[config.mk]
export PLATFORM = sky130hd
export DESIGN_NAME = ana_advertise_regs
export DESIGN_NICKNAME = d
export VERILOG_FILES = /design/src/ana_pkg.sv /design/src/ana_advertise_regs.sv
export SDC_FILE = /design/constraint.sdc
export NUM_CORES = 1
export LEC_CHECK = 0
export BUFFER_PORTS_ARGS = -buffer_cell sky130_fd_sc_hd__buf_4
export CAP_MARGIN = 20
export CORE_MARGIN = 5
export CORE_UTILIZATION = 40
export CTS_BUF_LIST = sky130_fd_sc_hd__clkbuf_8
export DETAILED_ROUTE_END_ITERATION = 8
export PLACE_DENSITY = 0.73
export SYNTH_ARGS = -nofsm -noshare
export SYNTH_HDL_FRONTEND = slang
export SYNTH_SLANG_ARGS = --single-unit
[constraint.sdc]
create_clock -name CORE_CLK_I -period 1.9 [get_ports CORE_CLK_I]
set_clock_uncertainty 0.2 [all_clocks]
set_input_delay 0.285 -clock CORE_CLK_I [delete_from_list [all_inputs] [get_ports CORE_CLK_I]]
set_output_delay 0.285 -clock CORE_CLK_I [all_outputs]
set_load 0.02 [all_outputs]
[src/ana_pkg.sv]
/*
 * constants for the auto-negotiation advertisement register slice:
 * offsets, field positions, reset values and pause codes.
 * assumes an 8-bit register space reached through the management port.
 */
package ana_pkg;

    // ----------------------------------------------------------------
    // register offsets
    // ----------------------------------------------------------------
    localparam logic [7:0] ANA_OFS_STATUS_P1 = 8'h18;
    localparam logic [7:0] ANA_OFS_STATUS_P2 = 8'h28;
    localparam logic [7:0] ANA_OFS_STATUS_P3 = 8'h38;
    localparam logic [7:0] ANA_OFS_STATUS_P4 = 8'h48;
    localparam logic [7:0] ANA_OFS_STATUS_RSV = 8'h58;
    localparam logic [7:0] ANA_OFS_ADV_P3 = 8'h37;
    localparam logic [7:0] ANA_OFS_ADV_P4 = 8'h47;

    // ----------------------------------------------------------------
    // field positions
    // ----------------------------------------------------------------
    localparam int ANA_BIT_10HD = 0;
    localparam int ANA_BIT_10FD = 1;
    localparam int ANA_BIT_100HD = 2;
    localparam int ANA_BIT_100FD = 3;
    localparam int ANA_BIT_SYM = 4;
    localparam int ANA_BIT_ASYM = 5;
    localparam int ANA_BIT_FIBER = 7;
    localparam int ANA_ADV_W = 6;

    // ----------------------------------------------------------------
    // pause codes and reset values
    // ----------------------------------------------------------------
    localparam logic [1:0] ANA_PAUSE_NONE = 2'h0;
    localparam logic [1:0] ANA_PAUSE_SYM = 2'h1;
    localparam logic [1:0] ANA_PAUSE_ASYM_PARTNER = 2'h2;
    localparam logic [1:0] ANA_PAUSE_BOTH = 2'h3;
    localparam logic [3:0] ANA_SPEED_RESET = 4'hf;
    localparam logic [5:0] ANA_ADV_RESET = {ANA_PAUSE_BOTH, ANA_SPEED_RESET};
    localparam logic [7:0] ANA_RDATA_RESET = 8'h00;

    typedef struct packed {
        logic [5:0] adv_p3;
        logic [5:0] adv_p4;
        logic [7:0] rdata;
        logic [1:0] tx_pause;
        logic [1:0] rx_pause;
    } ana_state_type;

endpackage

[src/ana_advertise_regs.sv]
/*
 * per-port advertisement registers for the two copper ports, the
 * read-only partner status bytes of all four ports, and the pause
 * resolution that feeds the mac flow control.
 * assumes the management port engine presents decoded byte accesses
 * on the register port, synchronous to the core clock.
 */
`timescale 1ns/1ps
`default_nettype none

module ana_advertise_regs
    import ana_pkg::*;
(
    input  wire logic       CORE_CLK_I,
    input  wire logic       RESET_N_I,
    input  wire logic [7:0] REG_ADDR_I,
    input  wire logic       REG_WR_I,
    input  wire logic [7:0] REG_WDATA_I,
    input  wire logic       REG_RD_I,
    output logic      [7:0] REG_RDATA_O,
    input  wire logic [5:0] PARTNER_STATUS_P1_I,
    input  wire logic [5:0] PARTNER_STATUS_P2_I,
    input  wire logic [5:0] PARTNER_STATUS_P3_I,
    input  wire logic [5:0] PARTNER_STATUS_P4_I,
    input  wire logic [1:0] LINK_FULL_DUPLEX_I,
    output logic      [5:0] ADVERTISE_P3_O,
    output logic      [5:0] ADVERTISE_P4_O,
    output logic      [1:0] TX_PAUSE_EN_O,
    output logic      [1:0] RX_PAUSE_EN_O
);

    // ----------------------------------------------------------------
    // helpers
    // ----------------------------------------------------------------
    // status byte: fiber flag, reserved zero, partner pause and speeds
    function automatic logic [7:0] status_byte(input logic fiber, input logic [5:0] partner);
        logic [7:0] b;
        b = 8'h00;
        b[ANA_BIT_FIBER] = fiber;
        b[ANA_ADV_W-1:0] = partner;
        return b;
    endfunction

    // returns {tx, rx}; pause only matters on a full-duplex link
    function automatic logic [1:0] resolve_pause(input logic [5:0] loc,
                                                 input logic [5:0] par,
                                                 input logic fdx);
        logic [1:0] r;
        r = 2'h0;
        if (fdx) begin
            if (loc[ANA_BIT_SYM] && par[ANA_BIT_SYM]) begin
                r = 2'h3;
            end else if (!loc[ANA_BIT_SYM] && loc[ANA_BIT_ASYM]
                         && par[ANA_BIT_SYM] && par[ANA_BIT_ASYM]) begin
                r = 2'h2; // transmit only toward partner
            end else if (loc[ANA_BIT_SYM] && loc[ANA_BIT_ASYM]
                         && !par[ANA_BIT_SYM] && par[ANA_BIT_ASYM]) begin
                r = 2'h1; // receive only toward local
            end
        end
        return r;
    endfunction

    // ----------------------------------------------------------------
    // state
    // ----------------------------------------------------------------
    ana_state_type s_q;
    ana_state_type s_d;
    logic [1:0]    res_p3;
    logic [1:0]    res_p4;

    always_comb begin
        s_d = s_q;
        res_p3 = resolve_pause(s_q.adv_p3, PARTNER_STATUS_P3_I, LINK_FULL_DUPLEX_I[0]);
        res_p4 = resolve_pause(s_q.adv_p4, PARTNER_STATUS_P4_I, LINK_FULL_DUPLEX_I[1]);
        s_d.tx_pause = {res_p4[1], res_p3[1]};
        s_d.rx_pause = {res_p4[0], res_p3[0]};

        // top two bits are dropped, so they ignore writes
        if (REG_WR_I) begin
            if (REG_ADDR_I == ANA_OFS_ADV_P3) begin
                s_d.adv_p3 = REG_WDATA_I[ANA_ADV_W-1:0];
            end
            if (REG_ADDR_I == ANA_OFS_ADV_P4) begin
                s_d.adv_p4 = REG_WDATA_I[ANA_ADV_W-1:0];
            end
        end

        // read data holds until the next read strobe
        if (REG_RD_I) begin
            unique case (REG_ADDR_I)
                ANA_OFS_ADV_P3: s_d.rdata = {2'h0, s_q.adv_p3};
                ANA_OFS_ADV_P4: s_d.rdata = {2'h0, s_q.adv_p4};
                ANA_OFS_STATUS_P1: s_d.rdata = status_byte(1'b1, PARTNER_STATUS_P1_I);
                ANA_OFS_STATUS_P2: s_d.rdata = status_byte(1'b1, PARTNER_STATUS_P2_I);
                ANA_OFS_STATUS_P3: s_d.rdata = status_byte(1'b0, PARTNER_STATUS_P3_I);
                ANA_OFS_STATUS_P4: s_d.rdata = status_byte(1'b0, PARTNER_STATUS_P4_I);
                ANA_OFS_STATUS_RSV: s_d.rdata = 8'h00;
                default: s_d.rdata = 8'h00;
            endcase
        end
    end

    always_ff @(posedge CORE_CLK_I or negedge RESET_N_I) begin
        if (!RESET_N_I) begin
            s_q.adv_p3 <= ANA_ADV_RESET;
            s_q.adv_p4 <= ANA_ADV_RESET;
            s_q.rdata <= ANA_RDATA_RESET;
            s_q.tx_pause <= 2'h0;
            s_q.rx_pause <= 2'h0;
        end else begin
            s_q <= s_d;
        end
    end

    // ----------------------------------------------------------------
    // outputs
    // ----------------------------------------------------------------
    // each speed bit passes straight to negotiation: 1 offers, 0 withholds
    assign ADVERTISE_P3_O = s_q.adv_p3;
    assign ADVERTISE_P4_O = s_q.adv_p4;
    assign REG_RDATA_O = s_q.rdata;
    assign TX_PAUSE_EN_O = s_q.tx_pause;
    assign RX_PAUSE_EN_O = s_q.rx_pause;

endmodule

`default_nettype wire

Word level (Yosys, flattened, before mapping). Cells that the tools add are included.

Mux-type cells: 9. Equal/unequal tests: 6. Reduce and logical (&&, ||, !) cells: 20.

Operator list (count): $pmux 8 s6 (1); $eq 8x6->1 const B (3); $eq 8x7->1 const B (2); $logic_and 1x1->1 (14); $mux 2 (6); $eq 8x5->1 const B (1); $logic_not 1->1 (4); $reduce_and 2->1 (2); $mux 1 (2).

Input port bits: 46. Logic and storage cells: 40. Register bits after elaboration: 24. Output and inout bits: 24.

Depth between registers and ports, before layout. Gate-level depths: netlist of run 1.

Depth in word-level cells: 7. Mapped depth: 6.

Worst setup path before layout of run 1. Ideal clock, no wire load.

Kind: input port to flip-flop. From: input port REG_ADDR_I[0]. To: register s_q (netlist bit REG_RDATA_O[2]). Stages on the path: 6. Setup slack: 0.342 ns. Arrival: 1.232 ns. Cell sequence: and4b_1 -> buf_2 -> buf_2 -> nand3_1 -> nand2_1 -> o32a_1.

Longest elaborated chain between the ends: 2.

Ends and longest elaborated chain: start, declared (RTL line ana_advertise_regs.sv:16) `input wire logic [7:0] REG_ADDR_I,`; $eq 8x7->1, or another cell as far along (RTL line ana_advertise_regs.sv:91) `unique case (REG_ADDR_I)`; $pmux 8 s6 (*) (RTL line ana_advertise_regs.sv:91); end, declared (RTL line ana_advertise_regs.sv:67) `ana_state_type s_q;`.

Mark *: on every way between the ends. The rest lies on a longest branch, timed or not. A chain may end at the register's enable or synchronous reset.

Worst setup path in the final report of run 1.
From: register s_q (netlist bit ADVERTISE_P3_O[4]). To: output port ADVERTISE_P3_O[4].

RTL lines: end, declared (RTL line ana_advertise_regs.sv:26) `output logic [5:0] ADVERTISE_P3_O,`.

No word-level cell between the ends.

==> summary.txt, run 1 <==
Synthesis
  – Area leader, netlist: dfstp_2
  – Count of flip-flops with a built-in enable after synthesis: 0
  – Proportion of netlist area held by the largest area contributor: 0.2400
  – Commonest register cell after synthesis: dfstp_2
  – Most area-consuming cells after synthesis: dfstp_2 24%, dfrtp_1 21%, mux2_2 9.4%
  – Number of synthesized register bits: 23
  – Seq/Total Area, Yosys: 0.4495
  – Syn nets: 172
  – Yosys Warn Count: 0
  – Number of distinct library cells after synthesis: 26
  – Post-synthesis instance area: ~0.0013 mm^2
  – Most common library cells after synthesis: 12 x dfstp_2, 12 x nand2_1, 12 x nand3_1, 11 x dfrtp_1, 11 x mux2_2
  – Share of flip-flops with an asynchronous set or reset: 1.000
  – Number of instances in the synthesized netlist: around 130
  – Synthesized area per cell: about 10 um^2

Clocking
  – TritonCTS clock tree: done
  – Setup Buffers After CTS: 0
  – Sinks on Clock Net: 23
  – Number of buffers inserted during clock tree synthesis: 3
  – Buffer type at the clock tree root: clkbuf_8
  – Clock-pin slew reported for the worst setup and hold paths after clock tree synthesis: 0.08 ns
  – Clock latency of the later-clocked register in the worst-skew pair: between 0.2 and 0.3 ns
  – Maximum count of clock buffers along a single path: 2
  – Maximum level of the CTS H-tree: 1

Floorplan
  – Die area: 0.004531 mm^2
  – Starting Density: 0.4234
  – Die Y-Extent: 67.31 um
  – Number of top-level pins: 70
  – CORE AREA: approximately 0.0031 mm^2
  – Die W: 67.31 um
  – Std-Cell Rows: 20

Layout
  – Area overhead of the layout relative to synthesis: 46.76%
  – Antenna diode instance count: 0
  – Share of post-route cells with drive strength above 1: 0.5385
  – Fill cell instance count of the final layout: 289
  – Layout net count: 242
  – Final core utilization: 0.6214
  – Finished Cell Area: around 0.0019 mm^2

Setup path
  – Sort of element at the end of the critical path: output pin
  – Kind of cell adding the most delay to the critical path: flip-flops
  – Maximum fanout along the worst path: 5
  – Critical setup path kind: flip-flop to output pin
  – Largest stage delay on the critical path: 0.59 ns
  – Worst Setup SP: ADVERTISE_P3_O[4]
  – Slowest library cell on the worst path: dfstp_2
  – Sequence of cells on the critical path: buf_4
  – Reg2Reg Setup Slack: 0.64 ns
  – Data arrival time of the critical path: 1.01 ns
  – Data required time at the worst endpoint: between 1 and 1.5 ns
  – Worst setup SP type: flip-flop
  – R2r startpoint: ADVERTISE_P3_O[5]
  – Buffers & Inverters on Critical Path: 1

Power
  – Overall power: 1097 uW
  – Power Density: 568.9 mW/mm^2
  – Maximum resistive drop on vdd: 0.3525 mV
  – Leakage power summed over all cells: about 0.00087 uW

Routing
  – Count of routing violations after the opening detailed-route iteration: 70
  – Total DRC errors in the routed layout: 0
  – Vias per cell: around 5.4
  – Highest layer used for signal routing: met4
  – Total vias in the final route: 1290
  – Router iterations before antenna repair: 4
  – Final Routed Wirelength: 3916 um
  – Residual antenna-violating net count after detailed routing: 0
  – Met2 wire length: 1952 um
  – DRT met1 WL: 1603 um
  – Wirelength per Cell: 16.38 um
  – Metal3 WL: 325 um

Place
  – Port Buffer Count: 66
  – Post-detail-place hpwl: 3120 um
  – Placed cell areas: 0.001869 mm^2
  – Placer's final routability congestion estimate: 0.8538

Timing
  – Final Cycle Share: 0.7858
  – Fin Setup TNS: 0 ns
  – Max Clk Rate: 669.8 MHz
  – Max-slew violation total from the final report: 0
  – Setup repair after global routing missed its margin: false
  – Final Setup Violations: 0
  – Final Hold Violating Endpoints: 0
  – Shortest clock period the worst path allows after layout: 1.493 ns

GRT
  – Vias in the first global route: 1318
  – GRT Overall Usage: 0.1781
  – Pin count of the biggest net entering global routing: 24
  – Residual overflow from global routing: 0
  – Wire length of the first global-routing pass: 6141 um
  – Number of antenna violations at the first check in global routing: 0

Min path
  – Startpoint of the lowest-slack hold path: LINK_FULL_DUPLEX_I[0]
  – Class of the tightest hold or removal check: primary input to flip-flop

Flow run
  – Max-cap violations: 0

Outcome
  – Result of the run: finished clean
[timing repair]
action                    in CTS  in global routing
hold buffers                   1                  0
resized for setup              0                  0
hold endpoints to repair      23                  0
[final cells by class]
cell class              count  area [um^2]  area share
multi-input cells          94        679.4      0.3524
inverters                   1        3.754    0.001947
well taps                  44        55.05     0.02855
flip-flops and latches     23        590.6      0.3063
clock buffers               3        41.29     0.02141
clock inverters             1        7.507    0.003894
repair buffers             73        550.5      0.2855
[metrics by stage]
stage / instances / worst slack, ns / hold slack [ns]
2_1_floorplan: 126 / 0.3416 / -0.2106
3_3_place_gp: 234 / 0.1849 / -0.009981
3_5_place_dp: 234 / 0.1560 / -0.008072
4_1_cts: 239 / 0.4067 / 0.04786
5_1_grt: 239 / 0.3776 / 0.04588
6_report: 239 / 0.4070 / 0.05220
[logic make-up (layout without fill, tap and decap cells)]
family,Yosys count,in the layout,share of synthesized area
AO/OA/AOI/OAI,29,29,0.1486
buffers and inverters,9,78,0.03332
flip-flops,23,23,0.4495
multiplexers,12,12,0.1057
other,1,1,0.002854
AND/OR/NAND/NOR,52,52,0.2600
[metal layers]
metal / track usage / vias up
li1: - / 609
met1: 0.2285 / 612
met2: 0.3080 / 64
met3: 0.03827 / 5
met4: 0.03544 / 0
met5: 0 / -
[flip-flops by register name, indices dropped and copies added, names as in the netlist]
name and count:
TX_PAUSE_EN_O 2, RX_PAUSE_EN_O 2, ADVERTISE_P3_O 6, REG_RDATA_O 7, ADVERTISE_P4_O 6
[cells in the final DEF (no fill, tap or decap)]
master         Yosys  routed
mux2_2            11      11
nor2b_1            3       3
and4b_1            1       1
a2bb2oi_1          1       1
nand3_4            1       1
o32a_1             6       6
nand3_1           12      12
nand3b_1           6       6
clkinvlp_4         0       1
clkbuf_8           0       3
inv_1              1       1
dfrtp_1           11      11
dlygate4sd3_1      0       1
nor4b_4            2       2
nor2_1             6       6
a22oi_1            6       6
o21ai_0            5       5
nor3b_4            1       1
o22ai_1            1       1
dfstp_2           12      12
nand4_2            1       1
a21oi_1           10      10
mux2_4             1       1
nand2_1           12      12
conb_1             1       1
nand4_1            7       7
buf_4              2      72
[worst register-to-register path: stages (launching register included)]
cell and delay (ns):
dfstp_2 0.58, nand3_1 0.08, a21oi_1 0.17, o32a_1 0.18
[power breakdown]
part           internal (uW)  switching [uW]
registers                523            19.1
logic                    129             118
clock network            148             160
[final timing paths]
path	endpoint	depth (start not counted)
max	ADVERTISE_P3_O[4]	1
min	TX_PAUSE_EN_O[0]	3
max reg2reg	REG_RDATA_O[5]	3
min reg2reg	REG_RDATA_O[2]	1
max in group asynchronous	ADVERTISE_P4_O[5]	2
min in group asynchronous	REG_RDATA_O[0]	2
Note: power is estimated with default switching activity, not from simulation.
==> run 2, diff against run 1 <==
==> constraint.sdc (replaced) <==
create_clock -name CORE_CLK_I -period 1.5 [get_ports CORE_CLK_I]
set_clock_uncertainty 0.2 [all_clocks]
set_input_delay 0.225 -clock CORE_CLK_I [delete_from_list [all_inputs] [get_ports CORE_CLK_I]]
set_output_delay 0.225 -clock CORE_CLK_I [all_outputs]
set_load 0.02 [all_outputs]
==> summary.txt, run 2 (synthesized netlist as in run 1, its figures left out) <==
Flow run
  – Max-cap violations: 0

Setup path
  – Data required time at the worst endpoint: about 1.5 ns
  – Worst Setup SP: PARTNER_STATUS_P3_I[4]
  – Data arrival time of the critical path: ~1.4 ns
  – Largest stage delay on the critical path: about 0.55 ns
  – Kind of cell adding the most delay to the critical path: buffers and inverters
  – Sequence of cells on the critical path: dlygate4sd3_1 -> buf_4 -> nand4_1 -> o21ai_0 -> o32a_1
  – Slowest library cell on the worst path: dlygate4sd3_1
  – Count of cells along the worst register-to-register path: 3
  – Critical setup path kind: primary input to flip-flop
  – Sort of element at the end of the critical path: flip-flop
  – Worst setup SP type: primary input
  – Worst flop-to-flop path endpoint: REG_RDATA_O[5]
  – Worst path depth: 5
  – Capture point of the critical path: REG_RDATA_O[4]
  – R2r startpoint: ADVERTISE_P3_O[5]
  – Reg2Reg Setup Slack: ~0.26 ns
  – Maximum fanout along the worst path: 3
  – Buffers & Inverters on Critical Path: 2

Power
  – Flop pwr share: 0.491
  – Maximum resistive drop on vdd: between 0.4 and 0.5 mV
  – Switching Fraction: 0.2661
  – Switching power: approximately 370 uW
  – Overall power: 1397 uW
  – Clock power frac: 0.270
  – Share of total power in combinational logic: 0.238
  – Cell-internal power: 1025 uW
  – Leakage power summed over all cells: 0.0009170 uW
  – Power Density: 691.4 mW/mm^2

Routing
  – Router iterations before antenna repair: 4
  – Final Routed Wirelength: 4078 um
  – Total vias in the final route: about 1.3k
  – Count of routing violations after the opening detailed-route iteration: 90
  – Residual antenna-violating net count after detailed routing: 0
  – Wirelength per Cell: 16.38 um
  – Vias per cell: about 5.4
  – Total DRC errors in the routed layout: 0

GRT
  – Pin count of the biggest net entering global routing: 24
  – Vias in the first global route: 1417
  – GRT Overall Usage: 0.1943
  – Wire length of the first global-routing pass: 6720 um
  – Number of antenna violations at the first check in global routing: 0
  – Residual overflow from global routing: 0

Layout
  – Most frequent standard cell in the layout excluding fill and tap cells: buf_4
  – Largest register FFs: 7
  – Layout net count: about 250
  – Area overhead of the layout relative to synthesis: 53.81%
  – Fill cell instance count of the final layout: about 290
  – Share of post-route cells with drive strength above 1: 0.5220
  – Antenna diode instance count: 0
  – Highest-count cells in the layout ignoring fill and taps: 74 x buf_4, 12 x dfstp_2, 12 x nand2_1, 12 x nand3_1

Timing
  – Rel. slew slack: 0.6418
  – Max-slew violation total from the final report: 0
  – Final Hold Violating Endpoints: 0
  – Worst-Margin Slew: 0.5362 ns
  – Final Setup Violations: 0
  – Setup repair after global routing missed its margin: false
  – Shortest clock period the worst path allows after layout: 1.497 ns
  – Max Clk Rate: 668.1 MHz
  – Final Cycle Share: 0.9979
  – Worst hold margin: 0.007690 ns

Floorplan
  – Std-Cell Rows: 20
  – Die area: approximately 0.0045 mm^2
  – Die Y-Extent: between 60 and 70 um
  – Starting Density: 0.4234
  – Die W: between 60 and 70 um
  – CORE AREA: 0.003103 mm^2
  – Number of top-level pins: 70

Clocking
  – Buffer type at the clock tree root: clkbuf_8
  – TritonCTS clock tree: done
  – Number of buffers inserted during clock tree synthesis: 3
  – Maximum count of clock buffers along a single path: 2
  – Clock latency of the later-clocked register in the worst-skew pair: approximately 0.26 ns
  – Sinks on Clock Net: 23
  – Maximum level of the CTS H-tree: 1
  – Clock-pin slew reported for the worst setup and hold paths after clock tree synthesis: 0.08 ns

Place
  – Post-detail-place hpwl: 3116 um
  – Port Buffer Count: 66
  – Placer's final routability congestion estimate: 0.8353

Min path
  – Class of the tightest hold or removal check: primary input to flip-flop

Outcome
  – Result of the run: finished clean
## run 2: changes by cell type in the layout (fill, tap and decap cells not counted), sizes merged
cell	change
dlygate4sd3	+8
clkinv	+1
clkinvlp	-1
buf	+2
## run 2: layer usage
layer | share of wire | vias up | global-route usage
li1 | - | 635 | -
met1 | 0.40 | 639 | 0.2373
met2 | 0.49 | 63 | 0.3374
met3 | 0.10 | 4 | 0.05324
met4 | 0.011 | 0 | 0.04810
met5 | 0 | - | 0
## run 2: how the worst min path moves through the flow
stage                     cells past startpoint  slack [ns]      startpoint                 to
after floorplan                               0       -0.27       RESET_N_I     REG_RDATA_O[0]
after global placement                        1       -0.07       RESET_N_I     REG_RDATA_O[0]
after detailed placement                      1       -0.07       RESET_N_I     REG_RDATA_O[0]
after CTS                                     2       0.002  REG_WDATA_I[0]  ADVERTISE_P3_O[0]
after global routing                          2      0.0008  REG_WDATA_I[1]  ADVERTISE_P4_O[1]
final                                         2       0.008  REG_WDATA_I[1]  ADVERTISE_P3_O[1]
## run 2: area by class of cell
class | instances | area, um^2 | area share
multi-input combinational | 94 | 679.4 | 0.3362
tap | 44 | 55.05 | 0.02724
clock buffer | 3 | 41.29 | 0.02043
timing repair buffer | 83 | 645.6 | 0.3195
clock inverter | 1 | 5.005 | 0.002477
inverter | 1 | 3.754 | 0.001858
sequential | 23 | 590.6 | 0.2923
## run 2: what timing repair did
item                      4_1_cts  5_1_grt
hold buffers                    8        1
buffers inserted                0        0
resized for setup               0        0
hold endpoints to repair       31        2
## run 2: power by group through the flow
stage	clock (uW)	sequential [uW]	combinational (uW)
after CTS	392	686	332
after detailed placement	0	696	314
final	378	686	333
after global routing	430	691	358
after global placement	0	695	307
after floorplan	0	729	89.0
## run 2: per-stage QoR
| step | worst slack, ns | instance area [um^2] | std cells | util | setup TNS (ns) |
|---|---|---|---|---|---|
| global placement | -0.1281 | 1884 | 236 | 0.6073 | -1.514 |
| CTS | 0.04340 | 2011 | 248 | 0.6480 | 0 |
| detailed placement | -0.1493 | 1884 | 236 | 0.6073 | -1.748 |
| floorplan | 0.001610 | 1314 | 126 | - | 0 |
| finish | 0.003129 | 2021 | 249 | 0.6512 | 0 |
| global route | 0.01650 | 2021 | 249 | 0.6512 | 0 |
==> run 3, diff against run 2 <==
--- a/config.mk
+++ b/config.mk
@@ -5,13 +5,15 @@
 export SDC_FILE = /design/constraint.sdc
 export NUM_CORES = 1
 export LEC_CHECK = 0
+export ABC_AREA = 1
 export BUFFER_PORTS_ARGS = -buffer_cell sky130_fd_sc_hd__buf_4
 export CAP_MARGIN = 20
 export CORE_MARGIN = 5
 export CORE_UTILIZATION = 40
 export CTS_BUF_LIST = sky130_fd_sc_hd__clkbuf_8
 export DETAILED_ROUTE_END_ITERATION = 8
-export PLACE_DENSITY = 0.73
+export HOLD_SLACK_MARGIN = 0.02
+export PLACE_DENSITY = 0.71
 export SYNTH_ARGS = -nofsm -noshare
 export SYNTH_HDL_FRONTEND = slang
 export SYNTH_SLANG_ARGS = --single-unit
==> summary.txt, run 3 <==
Outcome
  – Result of the run: finished clean

Layout
  – Highest-count cells in the layout ignoring fill and taps: 71 x buf_4, 56 x nand2_1, 34 x nand3_1, 20 x nor2_1, 14 x o21ai_0
  – Storage cell area: 590.6 um^2
  – Area overhead of the layout relative to synthesis: 49.25%
  – Layout net count: around 320
  – Fill cell instance count of the final layout: 311
  – Most frequent standard cell in the layout excluding fill and tap cells: buf_4
  – Share of post-route cells with drive strength above 1: 0.3971
  – Largest register FFs: 7
  – Antenna diode instance count: 0
  – Total area of multi-input combinational cells: 694.4 um^2

Floorplan
  – Die Y-Extent: ~70 um
  – Std-Cell Rows: 21
  – Starting Density: 0.4168
  – Number of top-level pins: 70
  – CORE AREA: 0.003390 mm^2
  – Die W: 69.43 um
  – Die area: 0.004820 mm^2

Clocking
  – Number of buffers inserted during clock tree synthesis: 3
  – Clock-pin slew reported for the worst setup and hold paths after clock tree synthesis: about 0.080 ns
  – Sinks on Clock Net: 23
  – Buffer type at the clock tree root: clkbuf_8
  – Resize count post-CTS: 0
  – Setup Buffers After CTS: 0
  – Maximum level of the CTS H-tree: 1
  – TritonCTS clock tree: done
  – Maximum count of clock buffers along a single path: 2
  – Clock latency of the later-clocked register in the worst-skew pair: 0.26 ns

Setup path
  – Largest stage delay on the critical path: 0.57 ns
  – Worst flop-to-flop path endpoint: REG_RDATA_O[4]
  – Data arrival time of the critical path: 0.98 ns
  – Sequence of cells on the critical path: buf_4
  – Maximum fanout along the worst path: 4
  – Reg2Reg Setup Slack: ~0.30 ns
  – R2r startpoint: ADVERTISE_P4_O[4]
  – Slowest library cell on the worst path: dfstp_2
  – Kind of cell adding the most delay to the critical path: flip-flops
  – Critical setup path kind: flip-flop to output pin
  – Sort of element at the end of the critical path: output pin
  – Worst setup SP type: flip-flop
  – Data required time at the worst endpoint: 1.07 ns
  – Buffers & Inverters on Critical Path: 1
  – Count of cells along the worst register-to-register path: 4

Synthesis
  – Number of synthesized register bits: 23
  – Area leader, netlist: dfstp_2
  – Seq/Total Area, Yosys: 0.4181
  – Synthesized area per cell: between 7 and 8 um^2
  – Syn nets: 239
  – Proportion of netlist area held by the largest area contributor: 0.2232
  – Share of the synthesized area in compound gates (AO/OA/AOI/OAI): 0.09566
  – Yosys Warn Count: 0
  – Share of flip-flops with an asynchronous set or reset: 1.000
  – Dominant combinational cell family by area after synthesis: simple AND/OR/NAND/NOR gates
  – Number of distinct library cells after synthesis: 17
  – Count of flip-flops with a built-in enable after synthesis: 0
  – Most common library cells after synthesis: 56 x nand2_1, 34 x nand3_1, 20 x nor2_1, 14 x o21ai_0, 12 x dfstp_2
  – Post-synthesis instance area: between 0.001 and 0.0015 mm^2
  – Dominant cell by count in the synthesized netlist: nand2_1
  – Number of instances in the synthesized netlist: just under 200
  – Adder and majority cell fraction of the synthesized area: 0
  – XOR/XNOR share of the synthesized area: 0
  – Most area-consuming cells after synthesis: dfstp_2 22%, dfrtp_1 19%, nand2_1 15%
  – Commonest register cell after synthesis: dfstp_2
  – Fraction of synthesized area in multiplexers: 0
  – Post-synthesis share of cell area spent on and, or, nand and nor gates: 0.3933

Place
  – Placer's final routability congestion estimate: 0.7821
  – Post-detail-place hpwl: 2944 um
  – Port Buffer Count: 66

Timing
  – Shortest clock period the worst path allows after layout: about 1.4 ns
  – Worst hold margin: approximately 0.036 ns
  – Final Cycle Share: 0.9371
  – Setup repair after global routing missed its margin: false
  – Final Hold Violating Endpoints: 0
  – Fin Setup TNS: 0 ns
  – Final Setup Violations: 0
  – Max Clk Rate: 711.5 MHz
  – Max-slew violation total from the final report: 0

Routing
  – Vias per cell: 4.632
  – Final Routed Wirelength: 3835 um
  – Wirelength per Cell: 12.06 um
  – Total vias in the final route: approximately 1.5k
  – Total DRC errors in the routed layout: 0
  – Residual antenna-violating net count after detailed routing: 0
  – Count of routing violations after the opening detailed-route iteration: 89
  – Router iterations before antenna repair: 4

Min path
  – Class of the tightest hold or removal check: primary input to flip-flop
  – Instance count along the most critical hold path: 3
  – WHS Endpoint: TX_PAUSE_EN_O[0]
  – Startpoint of the lowest-slack hold path: PARTNER_STATUS_P3_I[5]

Power
  – Share of total power in combinational logic: 0.241
  – Flop pwr share: 0.489
  – Cell-internal power: 1024 uW
  – Clock power frac: 0.270
  – Leakage power summed over all cells: 0.001105 uW
  – Maximum resistive drop on vdd: 0.7239 mV
  – Power Density: approximately 670 mW/mm^2
  – Switching Fraction: 0.2763
  – Switching power: 390.9 uW

GRT
  – Wire length of the first global-routing pass: 6527 um
  – Vias in the first global route: 1404
  – Number of antenna violations at the first check in global routing: 0
  – Residual overflow from global routing: 0
  – Pin count of the biggest net entering global routing: 26
  – GRT Overall Usage: 0.1631

Flow run
  – Max-cap violations: 0
run 3: cell types whose count changed after synthesis, sizes merged, moves of 6 or more:
cell / delta
a22oi: -6
inv: +14
mux2: -12
nand2: +48
nand3: +21
nand3b: -6
nand4: -8
nor2: +22
o21ai: +9
o32a: -6
run 3: worst max-delay path by stage:
stage / startpoint / end / slack [ns] / cells after the start
after global routing: ADVERTISE_P3_O[4] / ADVERTISE_P3_O[4] / 0.06 / 1
after global placement: REG_ADDR_I[3] / ADVERTISE_P3_O[4] / 0.09 / 8
after floorplan: ADVERTISE_P4_O[4] / REG_RDATA_O[4] / 0.32 / 4
after CTS: ADVERTISE_P3_O[4] / ADVERTISE_P3_O[4] / 0.1 / 1
after detailed placement: REG_ADDR_I[3] / ADVERTISE_P3_O[4] / 0.08 / 8
final: ADVERTISE_P3_O[4] / ADVERTISE_P3_O[4] / 0.09 / 1
run 3: layer usage:
layer,global-route usage,vias to the layer above,wire [um]
li1,-,772,-
met1,0.2049,658,1712
met2,0.2765,39,1818
met3,0.04348,4,248
met4,0.04121,0,56
met5,0,-,0
run 3: power by group through the flow:
stage | Clock (uW) | Combinational [uW] | Sequential (uW)
global placement | 0 | 317 | 702
detailed placement | 0 | 319 | 703
CTS | 394 | 343 | 692
global route | 418 | 374 | 697
finish | 382 | 341 | 692
floorplan | 0 | 97.6 | 744
run 3: cell type report:
cell class | instances | area share
Multi-Input combinational cell | 147 | 0.3294
Timing Repair Buffer | 83 | 0.3145
Sequential cell | 23 | 0.2801
Tap cell | 46 | 0.02730
Inverter | 15 | 0.02671
Clock buffer | 3 | 0.01958
Clock inverter | 1 | 0.002374
run 3: cells by family (layout without fill, tap and decap cells):
| logic type | after synthesis | after routing |
|---|---|---|
| AO/OA/AOI/OAI | 24 | 24 |
| buffers and inverters | 23 | 102 |
| flip-flops | 23 | 23 |
| other | 1 | 1 |
| AND/OR/NAND/NOR | 122 | 122 |
run 3: per-stage QoR:
step                      power (uW)    util  worst slack, ns  cell area (um^2)  instances
after global placement          1019  0.5759          0.08725              1952        303
after CTS                       1429  0.6220          0.09542              2108        318
after floorplan                841.4       -           0.3211              1413        193
after detailed placement        1022  0.5759          0.07730              1952        303
final                           1415  0.6220          0.09442              2108        318
after global routing            1489  0.6220          0.05608              2108        318
run 3: repair_timing:
item / in CTS / in global routing
hold buffers: 11 / 0
hold endpoints to repair: 39 / 0
setup endpoints to repair: 0 / 0
